<file path="src/mcch_defines.svh">
// Function
// RQ1: Filter depth only 1,16,64,256,512,1024; default 64
// RQ2: Filter depth reads back stored value
// RQ3: Kill enable stored, default off, readable
// RQ4: Fine trim stored, default on, readable
// RQ5: Clear-all wipes module event status
// RQ6: Reset word clears status bits set
// RQ7: Event mask loads from written word
// RQ8: Event mask reads back current contents
// RQ9: Channel event mask loads and reads back
// RQ10: CAN address 0..63, configuration mode only
// RQ11: CAN address reads back stored value
// RQ12: CAN rate 125000/250000, configuration mode only
// RQ13: CAN rate reads back current value
// RQ14: Serial baud query returns rate in use
// RQ15: Switch to 115200 on request, keep using
// RQ16: Host sends switch and query together
// RQ17: Revert to 9600 after 10 s idle
// RQ18: Echo enabled echoes every received character
// RQ19: Echo disabled sends nothing back
// RQ20: Echo query reports 1 or 0
// RQ21: Host disables echo only with care
// RQ22: Invalid or out-of-mode writes leave value
`ifndef MCCH_DEFINES_SVH
`define MCCH_DEFINES_SVH
`define MCCH_A_FILTER     12'h000
`define MCCH_A_KILL       12'h004
`define MCCH_A_TRIM       12'h008
`define MCCH_A_EVSTAT     12'h00c
`define MCCH_A_EVCLRALL   12'h010
`define MCCH_A_EVMASK     12'h014
`define MCCH_A_CHMASK     12'h018
`define MCCH_A_CANADDR    12'h01c
`define MCCH_A_CANRATE    12'h020
`define MCCH_A_BAUD       12'h024
`define MCCH_A_ECHO       12'h028
`define MCCH_A_CFGMODE    12'h02c
`define MCCH_RST_FILTER   32'd64
`define MCCH_RST_KILL     1'b0
`define MCCH_RST_TRIM     1'b1
`define MCCH_RST_ECHO     1'b1
`define MCCH_RST_CANRATE  32'd125000
`define MCCH_RATE_LO      32'd125000
`define MCCH_RATE_HI      32'd250000
`define MCCH_BAUD_SLOW    32'd9600
`define MCCH_BAUD_FAST    32'd115200
`define MCCH_CANADDR_MAX  32'd63
`define MCCH_CLK_HZ       20000000
`define MCCH_IDLE_S       10
`define MCCH_IDLE_CYC     (`MCCH_IDLE_S * `MCCH_CLK_HZ)
`endif

</file>
<file path="src/mcch_pkg.sv">
package mcch_pkg;
   typedef struct packed {
      logic       valid;
      logic [7:0] data;
   } mcch_char_t;
   typedef enum logic {MCCH_SLOW, MCCH_FAST} mcch_baud_t;
endpackage

</file>
<file path="src/mcch_top.sv">
// Chosen here: the APB register port and the register offsets.
`timescale 1ns/10ps
`include "mcch_defines.svh"
module mcch_top #(
   parameter int unsigned IDLE_CYC = `MCCH_IDLE_CYC
) (
   input  wire logic                pclk,
   input  wire logic                presetn,
   input  wire logic                psel,
   input  wire logic                penable,
   input  wire logic                pwrite,
   input  wire logic [11:0]         paddr,
   input  wire logic [31:0]         pwdata,
   output logic      [31:0]         prdata,
   output logic                     pready,
   output logic                     pslverr,
   input  wire logic [15:0]         event_set,
   input  wire mcch_pkg::mcch_char_t rx_char,
   output mcch_pkg::mcch_char_t     tx_echo,
   output logic                     fast_baud,
   output logic      [10:0]         filter_depth_setting,
   output logic                     kill_enable,
   output logic                     fine_trim_setting,
   output logic      [5:0]          can_node_addr,
   output logic                     can_line_rate
);
   logic [10:0] filter_q;
   logic        kill_q;
   logic        trim_q;
   logic [15:0] evstat_q;
   logic [15:0] evmask_q;
   logic [15:0] channel_event_enable_word_q;
   logic [5:0]  canaddr_q;
   logic        canrate_q;
   logic        echo_q;
   logic        cfgmode_q;
   mcch_pkg::mcch_baud_t baud_q;
   logic [31:0] idle_q;
   logic [31:0] prdata_q;
   logic        pready_q;
   logic        pslverr_q;
   mcch_pkg::mcch_char_t echo_q_out;
   logic        wr;
   logic        rd;
   logic        mapped;
   logic [31:0] rdata_d;

   function automatic logic filter_ok(input logic [31:0] v);
      filter_ok = (v == 32'd1) || (v == 32'd16) || (v == 32'd64) ||
                  (v == 32'd256) || (v == 32'd512) || (v == 32'd1024);
   endfunction

   // Access phase; one wait state given by pready_q
   assign wr = psel && penable && pwrite && pready_q;
   assign rd = psel && penable && !pwrite && !pready_q;

   always_comb
   begin
      mapped  = 1'b1;
      rdata_d = 32'h0;
      case (paddr)
         `MCCH_A_FILTER:   rdata_d = {21'h0, filter_q};                                 // [RQ2]
         `MCCH_A_KILL:     rdata_d = {31'h0, kill_q};                                   // [RQ3]
         `MCCH_A_TRIM:     rdata_d = {31'h0, trim_q};                                   // [RQ4]
         `MCCH_A_EVSTAT:   rdata_d = {16'h0, evstat_q};
         `MCCH_A_EVCLRALL: rdata_d = 32'h0;
         `MCCH_A_EVMASK:   rdata_d = {16'h0, evmask_q};                                 // [RQ8]
         `MCCH_A_CHMASK:   rdata_d = {16'h0, channel_event_enable_word_q};              // [RQ9]
         `MCCH_A_CANADDR:  rdata_d = {26'h0, canaddr_q};                                // [RQ11]
         `MCCH_A_CANRATE:  rdata_d = canrate_q ? `MCCH_RATE_HI : `MCCH_RATE_LO;         // [RQ13]
         `MCCH_A_BAUD:     rdata_d = (baud_q == mcch_pkg::MCCH_FAST) ? `MCCH_BAUD_FAST
                                                                      : `MCCH_BAUD_SLOW; // [RQ14]
         `MCCH_A_ECHO:     rdata_d = {31'h0, echo_q};                                   // [RQ20]
         `MCCH_A_CFGMODE:  rdata_d = {31'h0, cfgmode_q};
         default:          mapped = 1'b0;
      endcase
   end

   // Bus answer: pready one cycle after access phase begins
   always_ff @(posedge pclk or negedge presetn)
   begin
      if (!presetn)
      begin
         pready_q  <= 1'b0;
         pslverr_q <= 1'b0;
         prdata_q  <= 32'h0;
      end
      else
      begin
         pready_q  <= psel && penable && !pready_q;
         pslverr_q <= psel && penable && !pready_q && !mapped;
         if (rd)
            prdata_q <= rdata_d;
      end
   end

   always_ff @(posedge pclk or negedge presetn)
   begin
      if (!presetn)
      begin
         filter_q <= 11'(`MCCH_RST_FILTER);
         kill_q   <= `MCCH_RST_KILL;
         trim_q   <= `MCCH_RST_TRIM;
         echo_q   <= `MCCH_RST_ECHO;
         cfgmode_q <= 1'b0;
         evmask_q <= 16'h0;
         channel_event_enable_word_q <= 16'h0;
      end
      else if (wr)
      begin
         case (paddr)
            `MCCH_A_FILTER:
               if (filter_ok(pwdata))                     // [RQ1] [RQ22]
                  filter_q <= pwdata[10:0];
            `MCCH_A_KILL:
               if (pwdata[31:1] == 31'h0)                 // [RQ22]
                  kill_q <= pwdata[0];                    // [RQ3]
            `MCCH_A_TRIM:
               if (pwdata[31:1] == 31'h0)                 // [RQ22]
                  trim_q <= pwdata[0];                    // [RQ4]
            `MCCH_A_ECHO:
               if (pwdata[31:1] == 31'h0)                 // [RQ22]
                  echo_q <= pwdata[0];
            `MCCH_A_CFGMODE: cfgmode_q <= pwdata[0];
            `MCCH_A_EVMASK:  evmask_q <= pwdata[15:0];    // [RQ7]
            `MCCH_A_CHMASK:  channel_event_enable_word_q <= pwdata[15:0]; // [RQ9]
            default: ;
         endcase
      end
   end

   // CAN settings only change in configuration mode
   always_ff @(posedge pclk or negedge presetn)
   begin
      if (!presetn)
      begin
         canaddr_q <= 6'h0;
         canrate_q <= 1'b0;
      end
      else if (wr && cfgmode_q)                           // [RQ10] [RQ12] [RQ22]
      begin
         if (paddr == `MCCH_A_CANADDR && pwdata <= `MCCH_CANADDR_MAX)
            canaddr_q <= pwdata[5:0];                     // [RQ10]
         if (paddr == `MCCH_A_CANRATE && (pwdata == `MCCH_RATE_LO || pwdata == `MCCH_RATE_HI))
            canrate_q <= (pwdata == `MCCH_RATE_HI);       // [RQ12]
      end
   end

   // Event status: set wins over clear
   always_ff @(posedge pclk or negedge presetn)
   begin
      if (!presetn)
         evstat_q <= 16'h0;
      else if (wr && paddr == `MCCH_A_EVCLRALL)
         evstat_q <= event_set;                           // [RQ5]
      else if (wr && paddr == `MCCH_A_EVSTAT)
         evstat_q <= (evstat_q & ~pwdata[15:0]) | event_set; // [RQ6]
      else
         evstat_q <= evstat_q | event_set;
   end

   // Baud switch and idle fallback
   always_ff @(posedge pclk or negedge presetn)
   begin
      if (!presetn)
      begin
         baud_q <= mcch_pkg::MCCH_SLOW;
         idle_q <= 32'h0;
      end
      else
      begin
         // A character or a baud command restarts the idle timer
         if (rx_char.valid || (wr && paddr == `MCCH_A_BAUD))
            idle_q <= 32'h0;
         else if (idle_q < IDLE_CYC)
            idle_q <= idle_q + 32'h1;
         if (wr && paddr == `MCCH_A_BAUD && pwdata == `MCCH_BAUD_FAST)
            baud_q <= mcch_pkg::MCCH_FAST;                // [RQ15]
         else if (wr && paddr == `MCCH_A_BAUD && pwdata == `MCCH_BAUD_SLOW)
            baud_q <= mcch_pkg::MCCH_SLOW;
         else if (!rx_char.valid && idle_q == IDLE_CYC - 1)
            baud_q <= mcch_pkg::MCCH_SLOW;                // [RQ17]
      end
   end

   always_ff @(posedge pclk or negedge presetn)
   begin
      if (!presetn)
         echo_q_out <= '0;
      else
      begin
         echo_q_out.valid <= rx_char.valid && echo_q;     // [RQ18] [RQ19]
         echo_q_out.data  <= rx_char.data;
      end
   end

   assign prdata               = prdata_q;
   assign pready               = pready_q;
   assign pslverr              = pslverr_q;
   assign tx_echo              = echo_q_out;
   assign fast_baud            = baud_q;
   assign filter_depth_setting = filter_q;
   assign kill_enable          = kill_q;
   assign fine_trim_setting    = trim_q;
   assign can_node_addr        = canaddr_q;
   assign can_line_rate        = canrate_q;
endmodule

</file>
<file path="config.mk">
export PLATFORM = sky130hd
export DESIGN_NAME = mcch_top
export DESIGN_NICKNAME = d
export VERILOG_FILES = /design/src/mcch_pkg.sv /design/src/mcch_top.sv
export VERILOG_INCLUDE_DIRS = /design/src
export SDC_FILE = /design/constraint.sdc
export NUM_CORES = 1
export LEC_CHECK = 0
export ABC_AREA = 1
export BUFFER_PORTS_ARGS = -buffer_cell sky130_fd_sc_hd__buf_2
export CAP_MARGIN = 10
export CORE_MARGIN = 10
export CORE_UTILIZATION = 55
export CTS_CLUSTER_SIZE = 28
export DETAILED_ROUTE_END_ITERATION = 10
export MAX_ROUTING_LAYER = met4
export PLACE_DENSITY = 0.83
export SKIP_LAST_GASP = 1
export SLEW_MARGIN = 20
export SYNTH_ARGS = -nofsm -noshare
export SYNTH_HDL_FRONTEND = slang
export SYNTH_SLANG_ARGS = --single-unit
</file>
<file path="constraint.sdc">
create_clock -name pclk -period 2.16 [get_ports pclk]
set_clock_uncertainty 0.2 [all_clocks]
set_input_delay 0.216 -clock pclk [delete_from_list [all_inputs] [get_ports pclk]]
set_output_delay 0.216 -clock pclk [all_outputs]
set_load 0.05 [all_outputs]
</file>
# Word-level counts from Yosys, hierarchy flattened

Cells that the tools add are included.

Register bits after elaboration: 146
Latch bits: 0
Memory bits (writable): 0
Memory bits (read-only): 0
Input port bits: 74
Output and inout port bits: 64
Memories kept: 0

Add/sub/neg operators: 1
Multipliers: 0
Divide/modulo/power cells: 0
Magnitude comparators: 2
Equal/unequal tests: 22
Shift operators: 0
Mux-type cells: 11
Bitwise logic cells: 4
Reduce and logical (&&, ||, !) cells: 42

Operators by type and width:

| kind                                                            | count |
|---|---|
| one-hot mux 18 bit (11 select lines)                            | 1 |
| equality test 32 x 17 -> 1 bit, second input constant           | 2 |
| two-way mux 32 bit                                              | 2 |
| equality test 12 x 5 -> 1 bit, second input constant            | 4 |
| equality test 12 x 6 -> 1 bit, second input constant            | 4 |
| adder 32 x 1 -> 32 bit, second input constant                   | 1 |
| equality test 32 x 1 -> 1 bit, second input constant            | 1 |
| equality test 32 x 10 -> 1 bit, second input constant           | 1 |
| equality test 32 x 11 -> 1 bit, second input constant           | 1 |
| equality test 32 x 14 -> 1 bit, second input constant           | 1 |
| equality test 32 x 18 -> 1 bit, second input constant           | 1 |
| equality test 32 x 28 -> 1 bit, second input constant           | 1 |
| equality test 32 x 5 -> 1 bit, second input constant            | 1 |
| equality test 32 x 7 -> 1 bit, second input constant            | 1 |
| equality test 32 x 9 -> 1 bit, second input constant            | 1 |
| less-or-equal comparator 32 x 6 -> 1 bit, second input constant | 1 |
| < comparator 32 x 28 -> 1 bit, second input constant            | 1 |
| two-way mux 16 bit                                              | 2 |
| bitwise OR 16 bit                                               | 2 |
| logical NOT 31 bit                                              | 1 |
| equality test 12 x 4 -> 1 bit, second input constant            | 2 |
| two-way mux 18 bit                                              | 1 |
| logical AND 1 bit                                               | 17 |
| two-way mux 17 bit                                              | 1 |
| other kinds (12)                                                | 31 |

# Logic depth before layout (Yosys ltp)

Gate-level depths: netlist (run 1).

Depth in word-level cells: 7
Gate-level depth with buffers: 12
Mapped depth without buffers: 11

# Worst setup path after synthesis (run 1)

No wires, ideal clock.

Path type: reg2reg
Start: register pready_q, in the netlist pready
End: register idle_q[16]
Library setup time: 117 ps
Arrival: 1,665 ps
Data required time: 1,843 ps
Path slack: 178 ps
Stages on the path, launching flop included: 10
Path buffers: 2
Path through: dfrtp_1 > inv_2 > nor3_4 > inv_2 > nor2_1 > nor2_1 > buf_6 > buf_6 > nand3_1 > nand2_1

Cells in the longest elaborated chain, start to end: 4

Ends and longest elaborated chain:

| what                                                            | RTL line        | source |
|---|---|---|
| start: declaration                                              | mcch_top.sv:40  | `logic pready_q;` |
| start signal: assignment                                        | mcch_top.sv:90  | `pready_q <= psel && penable && !pready_q;` |
| logical AND 1 bit *                                             | mcch_top.sv:54  | `assign wr = psel && penable && pwrite && pready_q;` |
| logical AND 1 bit (no source line) *                            | n/a             |  |
| logical OR 1 bit *                                              | mcch_top.sv:173 | `` if (rx_char.valid \|\| (wr && paddr == `MCCH_A_BAUD)) `` |
| two-way mux 32 bit / nonzero test 2 bit (equally long branches) | n/a             |  |
| end signal: assignment                                          | mcch_top.sv:176 | `idle_q <= idle_q + 32'h1;` |
| end: declaration                                                | mcch_top.sv:38  | `logic [31:0] idle_q;` |

Mark *: on every way between the ends. The rest lies on a longest branch, timed or not.
A chain may end at the register's enable or synchronous reset.

# Worst setup path in the final report (run 1)

Start: input port pwdata[12]
End: register filter_q[3], in the netlist filter_depth_setting[3]

Cells in the longest elaborated chain, start to end: 7

Ends and longest elaborated chain:

| what                                                                                  | RTL line        | source |
|---|---|---|
| start: declaration                                                                    | mcch_top.sv:13  | `input wire logic [31:0] pwdata,` |
| equality test 32 x 1 -> 1 bit / equality test 32 x 5 -> 1 bit (equally long branches) | mcch_top.sv:49  | `filter_ok = (v == 32'd1) \|\| (v == 32'd16) \|\| (v == 32'd64) \|\|` |
| logical OR 1 bit (3 in series)                                                        | mcch_top.sv:49  |  |
| logical OR 1 bit                                                                      | mcch_top.sv:50  | `(v == 32'd256) \|\| (v == 32'd512) \|\| (v == 32'd1024);` |
| logical OR 1 bit *                                                                    | mcch_top.sv:50  |  |
| AND reduction 3 bit (no source line) *                                                | n/a             |  |
| end signal: assignment                                                                | mcch_top.sv:101 | `` filter_q <= 11'(`MCCH_RST_FILTER); `` |
| end signal: assignment                                                                | mcch_top.sv:114 | `filter_q <= pwdata[10:0];` |
| end: declaration                                                                      | mcch_top.sv:27  | `logic [10:0] filter_q;` |

Marks and branches as above.

==> flow_summary.yaml, run 1 <==
layout:
  nFillCells: 1030
  drive_gt1_share_pct: 18.9
  postLayoutCoreUtil_pct: 71.3
  antenna_cells: 0
  syn2layout_area_growth_pct: 26.4
  nNetsFinal: 1297
  fin_cells: 1411
global_routing:
  grt_antenna_before_repair: 0
  grt_max_degree: 58
  gr-total-overflow: 0
  grt_pass1_vias: 7572
  grt_usage_pct: 26.6
  grt_first_pass_wirelength_um: 38300
setup_path:
  ff2ff_path_depth: 7
  critPathMaxFanout: 5
  endpoint_kind: "flop"
  rrSetupSlack_ns: 0.19
  r2r-start: "pready"
  crit_end: "filter_depth_setting[3]"
  r2r-end: "can_node_addr[2]"
  cp.required_ns: 2.27
  cp.arrival_ns: 2.13
  critPathLaunch: "pwdata[12]"
  crit_path_start_kind: "primary input"
  critical_path_class: "in -> reg"
clock_network:
  post-cts-setup-buffers: 0
  clk_pin_slew_ns: 0.06
  htreeDepth: 4
  cts_tree: "built"
  cts_root_buf: "clkbuf_16"
  cts.path.max_buffers: 2
  numCtsBuffers: 17
  clk_latency_ns: 0.43
  cts.sinks: 132
routing:
  drtIter0Drc: 738
  viasPerCell: 5.46
  wl_per_cell_um: 16.6
  postRouteAntennaNets: 0
  vias: 7702
  first_pass_iters: 5
  drc: 0
  routed_wl_um: 23400
flow_run:
  max-cap-violations: 0
synthesis:
  ys_types: 34
  synthCells: 1032
  ys_seq_elements: 132
  synthFlopType: "dfrtp_1"
  async_flop_share_pct: 100
  synth.cell_area_mm2: 0.00750
  syn-mean-instance-area_um2: 7.26
  synth-edff-count: 0
  ys_seq_area_share_pct: 44.1
  ys_warn_count: 0
pwr:
  p_comb_share_pct: 8.2
  swShare_pct: 25.5
  pwr-share-seq_pct: 42.2
  power_mw: 5.92
  power.net_switching_mw: 1.51
  peakVddDrop_uv: 533
  p_leak_nw: 4.71
  p_clk_share_pct: 49.7
  p_int_mw: 4.41
  p_per_area_mw_per_mm2: 625
place:
  port_buffers: 123
  gp_congestion: 0.982
  dp_cells: 1332
  place_hpwl_um: 16700
  place_ws_ns: 0.113
sta:
  clock.fmax_ghz: 0.495
  tns_ns: 0
  finalSetupViolCount: 0
  hold_viol: 0
  timing.final.ws_setup_ns: 0.142
  finalCritPeriodShare_pct: 93.4
  drv_slew: 0
  tightest_slew_ns: 0.514
  slew_headroom_pct: 65.6
  min_period_ns: 2.02
floorplanning:
  start_util_pct: 56.4
  rows: 42
  ios: 138
  fp.dieH_um: 137
  die_x_um: 137
  core-area_mm2: 0.0133
  dieArea_mm2: 0.0187
status:
  status: "complete, no violations"
hold_path:
  hp-class: "in -> reg"
[cell type report]
cell class | count | area, µm² | area share (%)
clock buffer | 18 | 439 | 4.63
multi-input combinational | 776 | 3630 | 38.3
sequential | 132 | 3310 | 34.9
timing repair buffer | 198 | 1350 | 14.3
inverter | 97 | 364 | 3.84
clock inverter | 14 | 161 | 1.70
tap | 176 | 220 | 2.32
[timing repair]
action	in CTS	in global routing
hold buffers	47	0
endpoints found under the setup margin	0	19
gates resized for setup	0	6
hold endpoints to repair	190	0
[synth_stat cells (all sizes together) (2+ instances only)]
| cell | number | area [µm²] |
|---|---|---|
| nand2 | 355 | 1360 |
| dfrtp | 129 | 3230 |
| nor2 | 143 | 618 |
| dfstp | 3 | 78.8 |
| a31o | 16 | 140 |
| xor2 | 11 | 96.3 |
| nor3 | 17 | 106 |
| o21ai | 56 | 280 |
| nand4 | 22 | 138 |
| nand3 | 112 | 571 |
| xnor2 | 4 | 35.0 |
| nand3b | 20 | 150 |
| clkbuf | 5 | 18.8 |
| inv | 97 | 364 |
| buf | 35 | 251 |
| o21bai | 2 | 15.0 |
[worst max-delay path: stages]
cell and delay [ns]:
dlygate4sd3_1 0.53, buf_2 0.14, inv_1 0.15, nand2_1 0.12, nor2_2 0.14, nand3_1 0.11, nor2_2 0.19, nand2_1 0.14
a21boi_4 0.30, nor2_1 0.08
[cells in the final DEF (no fill, tap or decap), types with 2 or more instances in the layout]
cell type	Yosys	layout
buf_2	12	122
xor2_1	11	11
nor2_1	130	126
dlygate4sd3_1	0	47
xnor2_1	4	4
buf_4	18	24
inv_6	0	8
dfrtp_1	129	129
a31o_1	7	7
nor2_4	7	8
nor2_2	5	8
nand4_1	22	22
dfstp_2	3	3
nor3_1	14	13
o21bai_1	2	2
nand2_1	349	348
o21ai_0	29	29
inv_2	6	6
nand3_2	2	3
clkinvlp_4	0	2
inv_1	91	91
buf_12	0	4
bufinv_16	0	2
nand3_1	110	109
conb_1	1	14
nand3b_1	20	20
o21ai_1	27	27
nand2_2	4	5
nor3_2	2	3
nand2_4	2	2
clkbuf_16	0	17
a31o_2	9	9
[power groups by stage]
stage / Combinational (mW) / Clock (mW) / Sequential (mW)
2_1_floorplan: 0.195 / 0 / 2.58
3_3_place_gp: 0.404 / 0 / 2.54
3_5_place_dp: 0.410 / 0 / 2.54
4_1_cts: 0.476 / 2.96 / 2.50
5_1_grt: 0.526 / 3.11 / 2.50
6_report: 0.485 / 2.94 / 2.50
[stage by stage]
stage	hold slack, ns	cell area [µm²]
after global placement	-0.0261	8380
after detailed placement	-0.0236	8380
final	0.0456	9480
after floorplan	-0.280	7540
after CTS	0.0265	9460
after global routing	0.0760	9480
[worst min path at each step]
stage,from,to,cells past startpoint
floorplan,presetn,can_line_rate,0
global placement,presetn,filter_depth_setting[2],1
detailed placement,presetn,filter_depth_setting[5],1
CTS,pwdata[17],fast_baud,6
global route,pwdata[17],fast_baud,6
finish,pwdata[17],fast_baud,6
[cells by family (layout without fill, tap and decap cells)]
group	Yosys count	count (layout)	share of synthesized area, %
AND/OR/NAND/NOR	671	671	39.4
other	1	14	0.0500
flip-flops	132	132	44.1
AO/OA/AOI/OAI	75	75	6.06
XOR/XNOR	15	15	1.75
buffers and inverters	137	327	8.46
adder cells (fa/ha/maj)	1	1	0.167
[layer usage]
| layer | wire length, µm | GRT usage, % | vias to the layer above |
|---|---|---|---|
| li1 | - | - | 3663 |
| met2 | 11600 | 43.6 | 355 |
| met1 | 9340 | 30.9 | 3619 |
| met5 | 0 | - | - |
| met4 | 783 | 11.2 | 0 |
| met3 | 1670 | 5.87 | 65 |
[sequential cells by signal (all words and copies together), names as in the netlist, 6 cells and up]
register,count
can_node_addr,6
channel_event_enable_word_q,16
evmask_q,16
evstat_q,16
filter_depth_setting,11
idle_q,32
prdata,18
tx_echo,9
Note: power is estimated with default switching activity, not from simulation.
==> run 2: changes to the inputs <==
--- a/config.mk
+++ b/config.mk
@@ -6,7 +6,6 @@
 export SDC_FILE = /design/constraint.sdc
 export NUM_CORES = 1
 export LEC_CHECK = 0
-export ABC_AREA = 1
 export BUFFER_PORTS_ARGS = -buffer_cell sky130_fd_sc_hd__buf_2
 export CAP_MARGIN = 10
 export CORE_MARGIN = 10
@@ -14,7 +13,7 @@
 export CTS_CLUSTER_SIZE = 28
 export DETAILED_ROUTE_END_ITERATION = 10
 export MAX_ROUTING_LAYER = met4
-export PLACE_DENSITY = 0.83
+export PLACE_DENSITY = 0.84
 export SKIP_LAST_GASP = 1
 export SLEW_MARGIN = 20
 export SYNTH_ARGS = -nofsm -noshare
==> flow_summary.yaml, run 2 <==
clock_network:
  cts.sinks: 132
  cts.path.max_buffers: 2
  clk_latency_ns: 0.43
  htreeDepth: 4
  cts_root_buf: "clkbuf_16"
  cts_tree: "built"
  numCtsBuffers: 17
  clk_pin_slew_ns: 0.06
flow_run:
  max-cap-violations: 0
pwr:
  p_clk_share_pct: 46.8
  pwr-share-seq_pct: 40.8
  p_per_area_mw_per_mm2: 638
  p_comb_share_pct: 12.4
  p_int_mw: 4.64
  power_mw: 6.27
  p_leak_nw: 4.50
  power.net_switching_mw: 1.63
  swShare_pct: 25.9
  peakVddDrop_uv: 655
setup_path:
  ff2ff_path_depth: 5
  worstPathCellList: "nand3_1 -> nor4_1 -> nand4_1 -> or3_1 -> a21oi_1"
  crit_path_start_kind: "flop"
  worst-path-stages: 5
  cp_slowest_stage_delay_ns: 0.57
  r2r-start: "idle_q[11]"
  endpoint_kind: "flop"
  path_buf_inv: 0
  critical_path_class: "reg -> reg"
  cp_top_family: "simple AND/OR/NAND/NOR gates"
  cp.required_ns: 2.31
  cp.arrival_ns: 2.48
  cp_slowest_cell: "nor4_1"
  critPathMaxFanout: 7
  critPathLaunch: "idle_q[11]"
synthesis:
  synthTopCellsByArea: "dfrtp_1 49%, mux2_2 8.0%, nand2_1 3.2%, nor2_1 2.3%, or3_1 2.2%"
  ys_types: 62
  synth.cell_area_mm2: 0.00662
  async_flop_share_pct: 100
  ys_seq_elements: 132
  yosys-top-cells-count: "129 x dfrtp_1, 56 x nand2_1, 47 x mux2_2"
  synth_top_area_cell: "dfrtp_1"
  synth-edff-count: 0
  ys_seq_area_share_pct: 49.9
  synthFlopType: "dfrtp_1"
  syn-mean-instance-area_um2: 10.4
  yosysMostFrequentCell: "dfrtp_1"
  synthCells: 635
  synth_top_area_share_pct: 48.7
  ys_warn_count: 0
routing:
  drc: 0
  wl_per_cell_um: 23.5
  vias: 6926
  drtIter0Drc: 981
  viasPerCell: 6.44
  routed_wl_um: 25200
  postRouteAntennaNets: 0
  first_pass_iters: 8
layout:
  regMostFlops: "idle_q"
  layout_common_cells: "127 x dfrtp_1, 123 x buf_4, 122 x buf_2, 53 x nand2_1, 39 x nor2_1"
  drive_gt1_share_pct: 44.4
  nFillCells: 671
  syn2layout_area_growth_pct: 48.3
  finalInstanceArea_mm2: 0.00982
  largest_register_ffs: 32
  nNetsFinal: 992
  postLayoutCoreUtil_pct: 82.4
  fin_cells: 1075
  antenna_cells: 0
  ff_latch_area_mm2: 0.00331
  multiInputGateArea_mm2: 0.00360
  final_common_cell: "dfrtp_1"
global_routing:
  grt_max_degree: 60
  grt_antenna_before_repair: 0
  grt_first_pass_wirelength_um: 38000
  met2_usage_pct: 42.1
  busiest_layer: "met2"
  grt_util_met3_pct: 6.90
  grt_util_met1_pct: 40.8
  grt_usage_pct: 29.8
  gr-total-overflow: 0
  grt_pass1_vias: 7012
place:
  place_ws_ns: -0.329
  place_hpwl_um: 17100
  dp_cells: 996
  dpl-instance-area_mm2: 0.00841
  port_buffers: 123
  gp_congestion: 0.985
floorplanning:
  die_x_um: 130
  start_util_pct: 55.6
  rows: 40
  ios: 138
  dieArea_mm2: 0.0168
  fp.dieH_um: 130
  core-area_mm2: 0.0119
sta:
  slew_headroom_pct: 46.5
  rsz0062_at_grt: "true"
  hold_viol: 0
  clock.fmax_ghz: 0.429
  min_period_ns: 2.33
  timing.final.ws_setup_ns: -0.168
  drv_slew: 0
  tns_ns: -1.35
  finalCritPeriodShare_pct: 108
  finalSetupViolCount: 16
  tightest_slew_ns: 0.782
  hold_ws_ns: 0.0260
status:
  status: "complete, but fails checks"
  violations: "negative setup slack"
hold_path:
  hold_path_startpoint: "pwdata[10]"
  hp-class: "in -> reg"
  hold_depth: 3
[run 2: cell types whose count changed after synthesis, moves of 14 or more]
| cell | change |
|---|---|
| or3_1 | +23 |
| o21ai_1 | -27 |
| nand2_1 | -293 |
| and2_1 | +14 |
| nor2_1 | -89 |
| a21oi_1 | +28 |
| clkbuf_1 | +16 |
| nand3_1 | -86 |
| nor4_1 | +16 |
| mux2_2 | +47 |
| inv_1 | -86 |
| nand3b_1 | -19 |
[run 2: worst min-delay path, stage by stage]
cell,delay [ns]
buf_2,0.09
buf_4,0.16
mux2_4,0.15
[run 2: cell families (layout without fill, tap and decap cells)]
group | count (synthesis) | count (layout) | share of synthesized area [%]
and+or+nand+nor | 259 | 259 | 21.8
adders and majority gates | 1 | 1 | 0.189
buffers and inverters | 53 | 332 | 4.51
xor gates and xnor gates | 4 | 4 | 0.529
DFF | 132 | 132 | 49.9
other | 1 | 14 | 0.0566
muxes | 59 | 59 | 9.80
AOI/OAI and AO/OA | 126 | 127 | 13.2
[run 2: routing by layer]
layer  vias to the layer above  share of wire, %
li1                       2926                 -
met1                      3388                41
met2                       516                45
met3                        96                11
met4                         0               3.4
met5                         -                 0
[run 2: cell type report]
class,count,area share (%)
Tap cell,147,1.87
Clock inverter,9,1.33
Inverter,5,0.191
Multi-Input combinational cell,464,36.6
Timing Repair Buffer,297,21.6
Clock buffer,21,4.69
Sequential cell,132,33.7
[run 2: timing repair]
item	CTS	global route
endpoints found under the hold margin	180	0
pin swaps	7	27
setup endpoints to repair	36	41
buffers inserted	5	7
resized for setup	25	45
gates cloned	1	1
hold buffers	38	0
[run 2: power groups by stage]
| stage | sequential, mW | combinational (mW) | clock, mW |
|---|---|---|---|
| global placement | 2.59 | 0.687 | 0 |
| global route | 2.56 | 0.819 | 3.05 |
| detailed placement | 2.60 | 0.702 | 0 |
| floorplan | 2.77 | 0.214 | 0 |
| finish | 2.56 | 0.776 | 2.93 |
| CTS | 2.56 | 0.759 | 2.92 |
[run 2: final timing paths]
check	slack (ns)	end
worst max-delay path	-0.17	idle_q[25]
worst min-delay path	0.03	channel_event_enable_word_q[10]
worst max register to register	-0.17	idle_q[25]
max in group asynchronous	1.03	filter_depth_setting[6]
min in group asynchronous	0.04	idle_q[13]
worst min register to register	0.27	prdata[17]
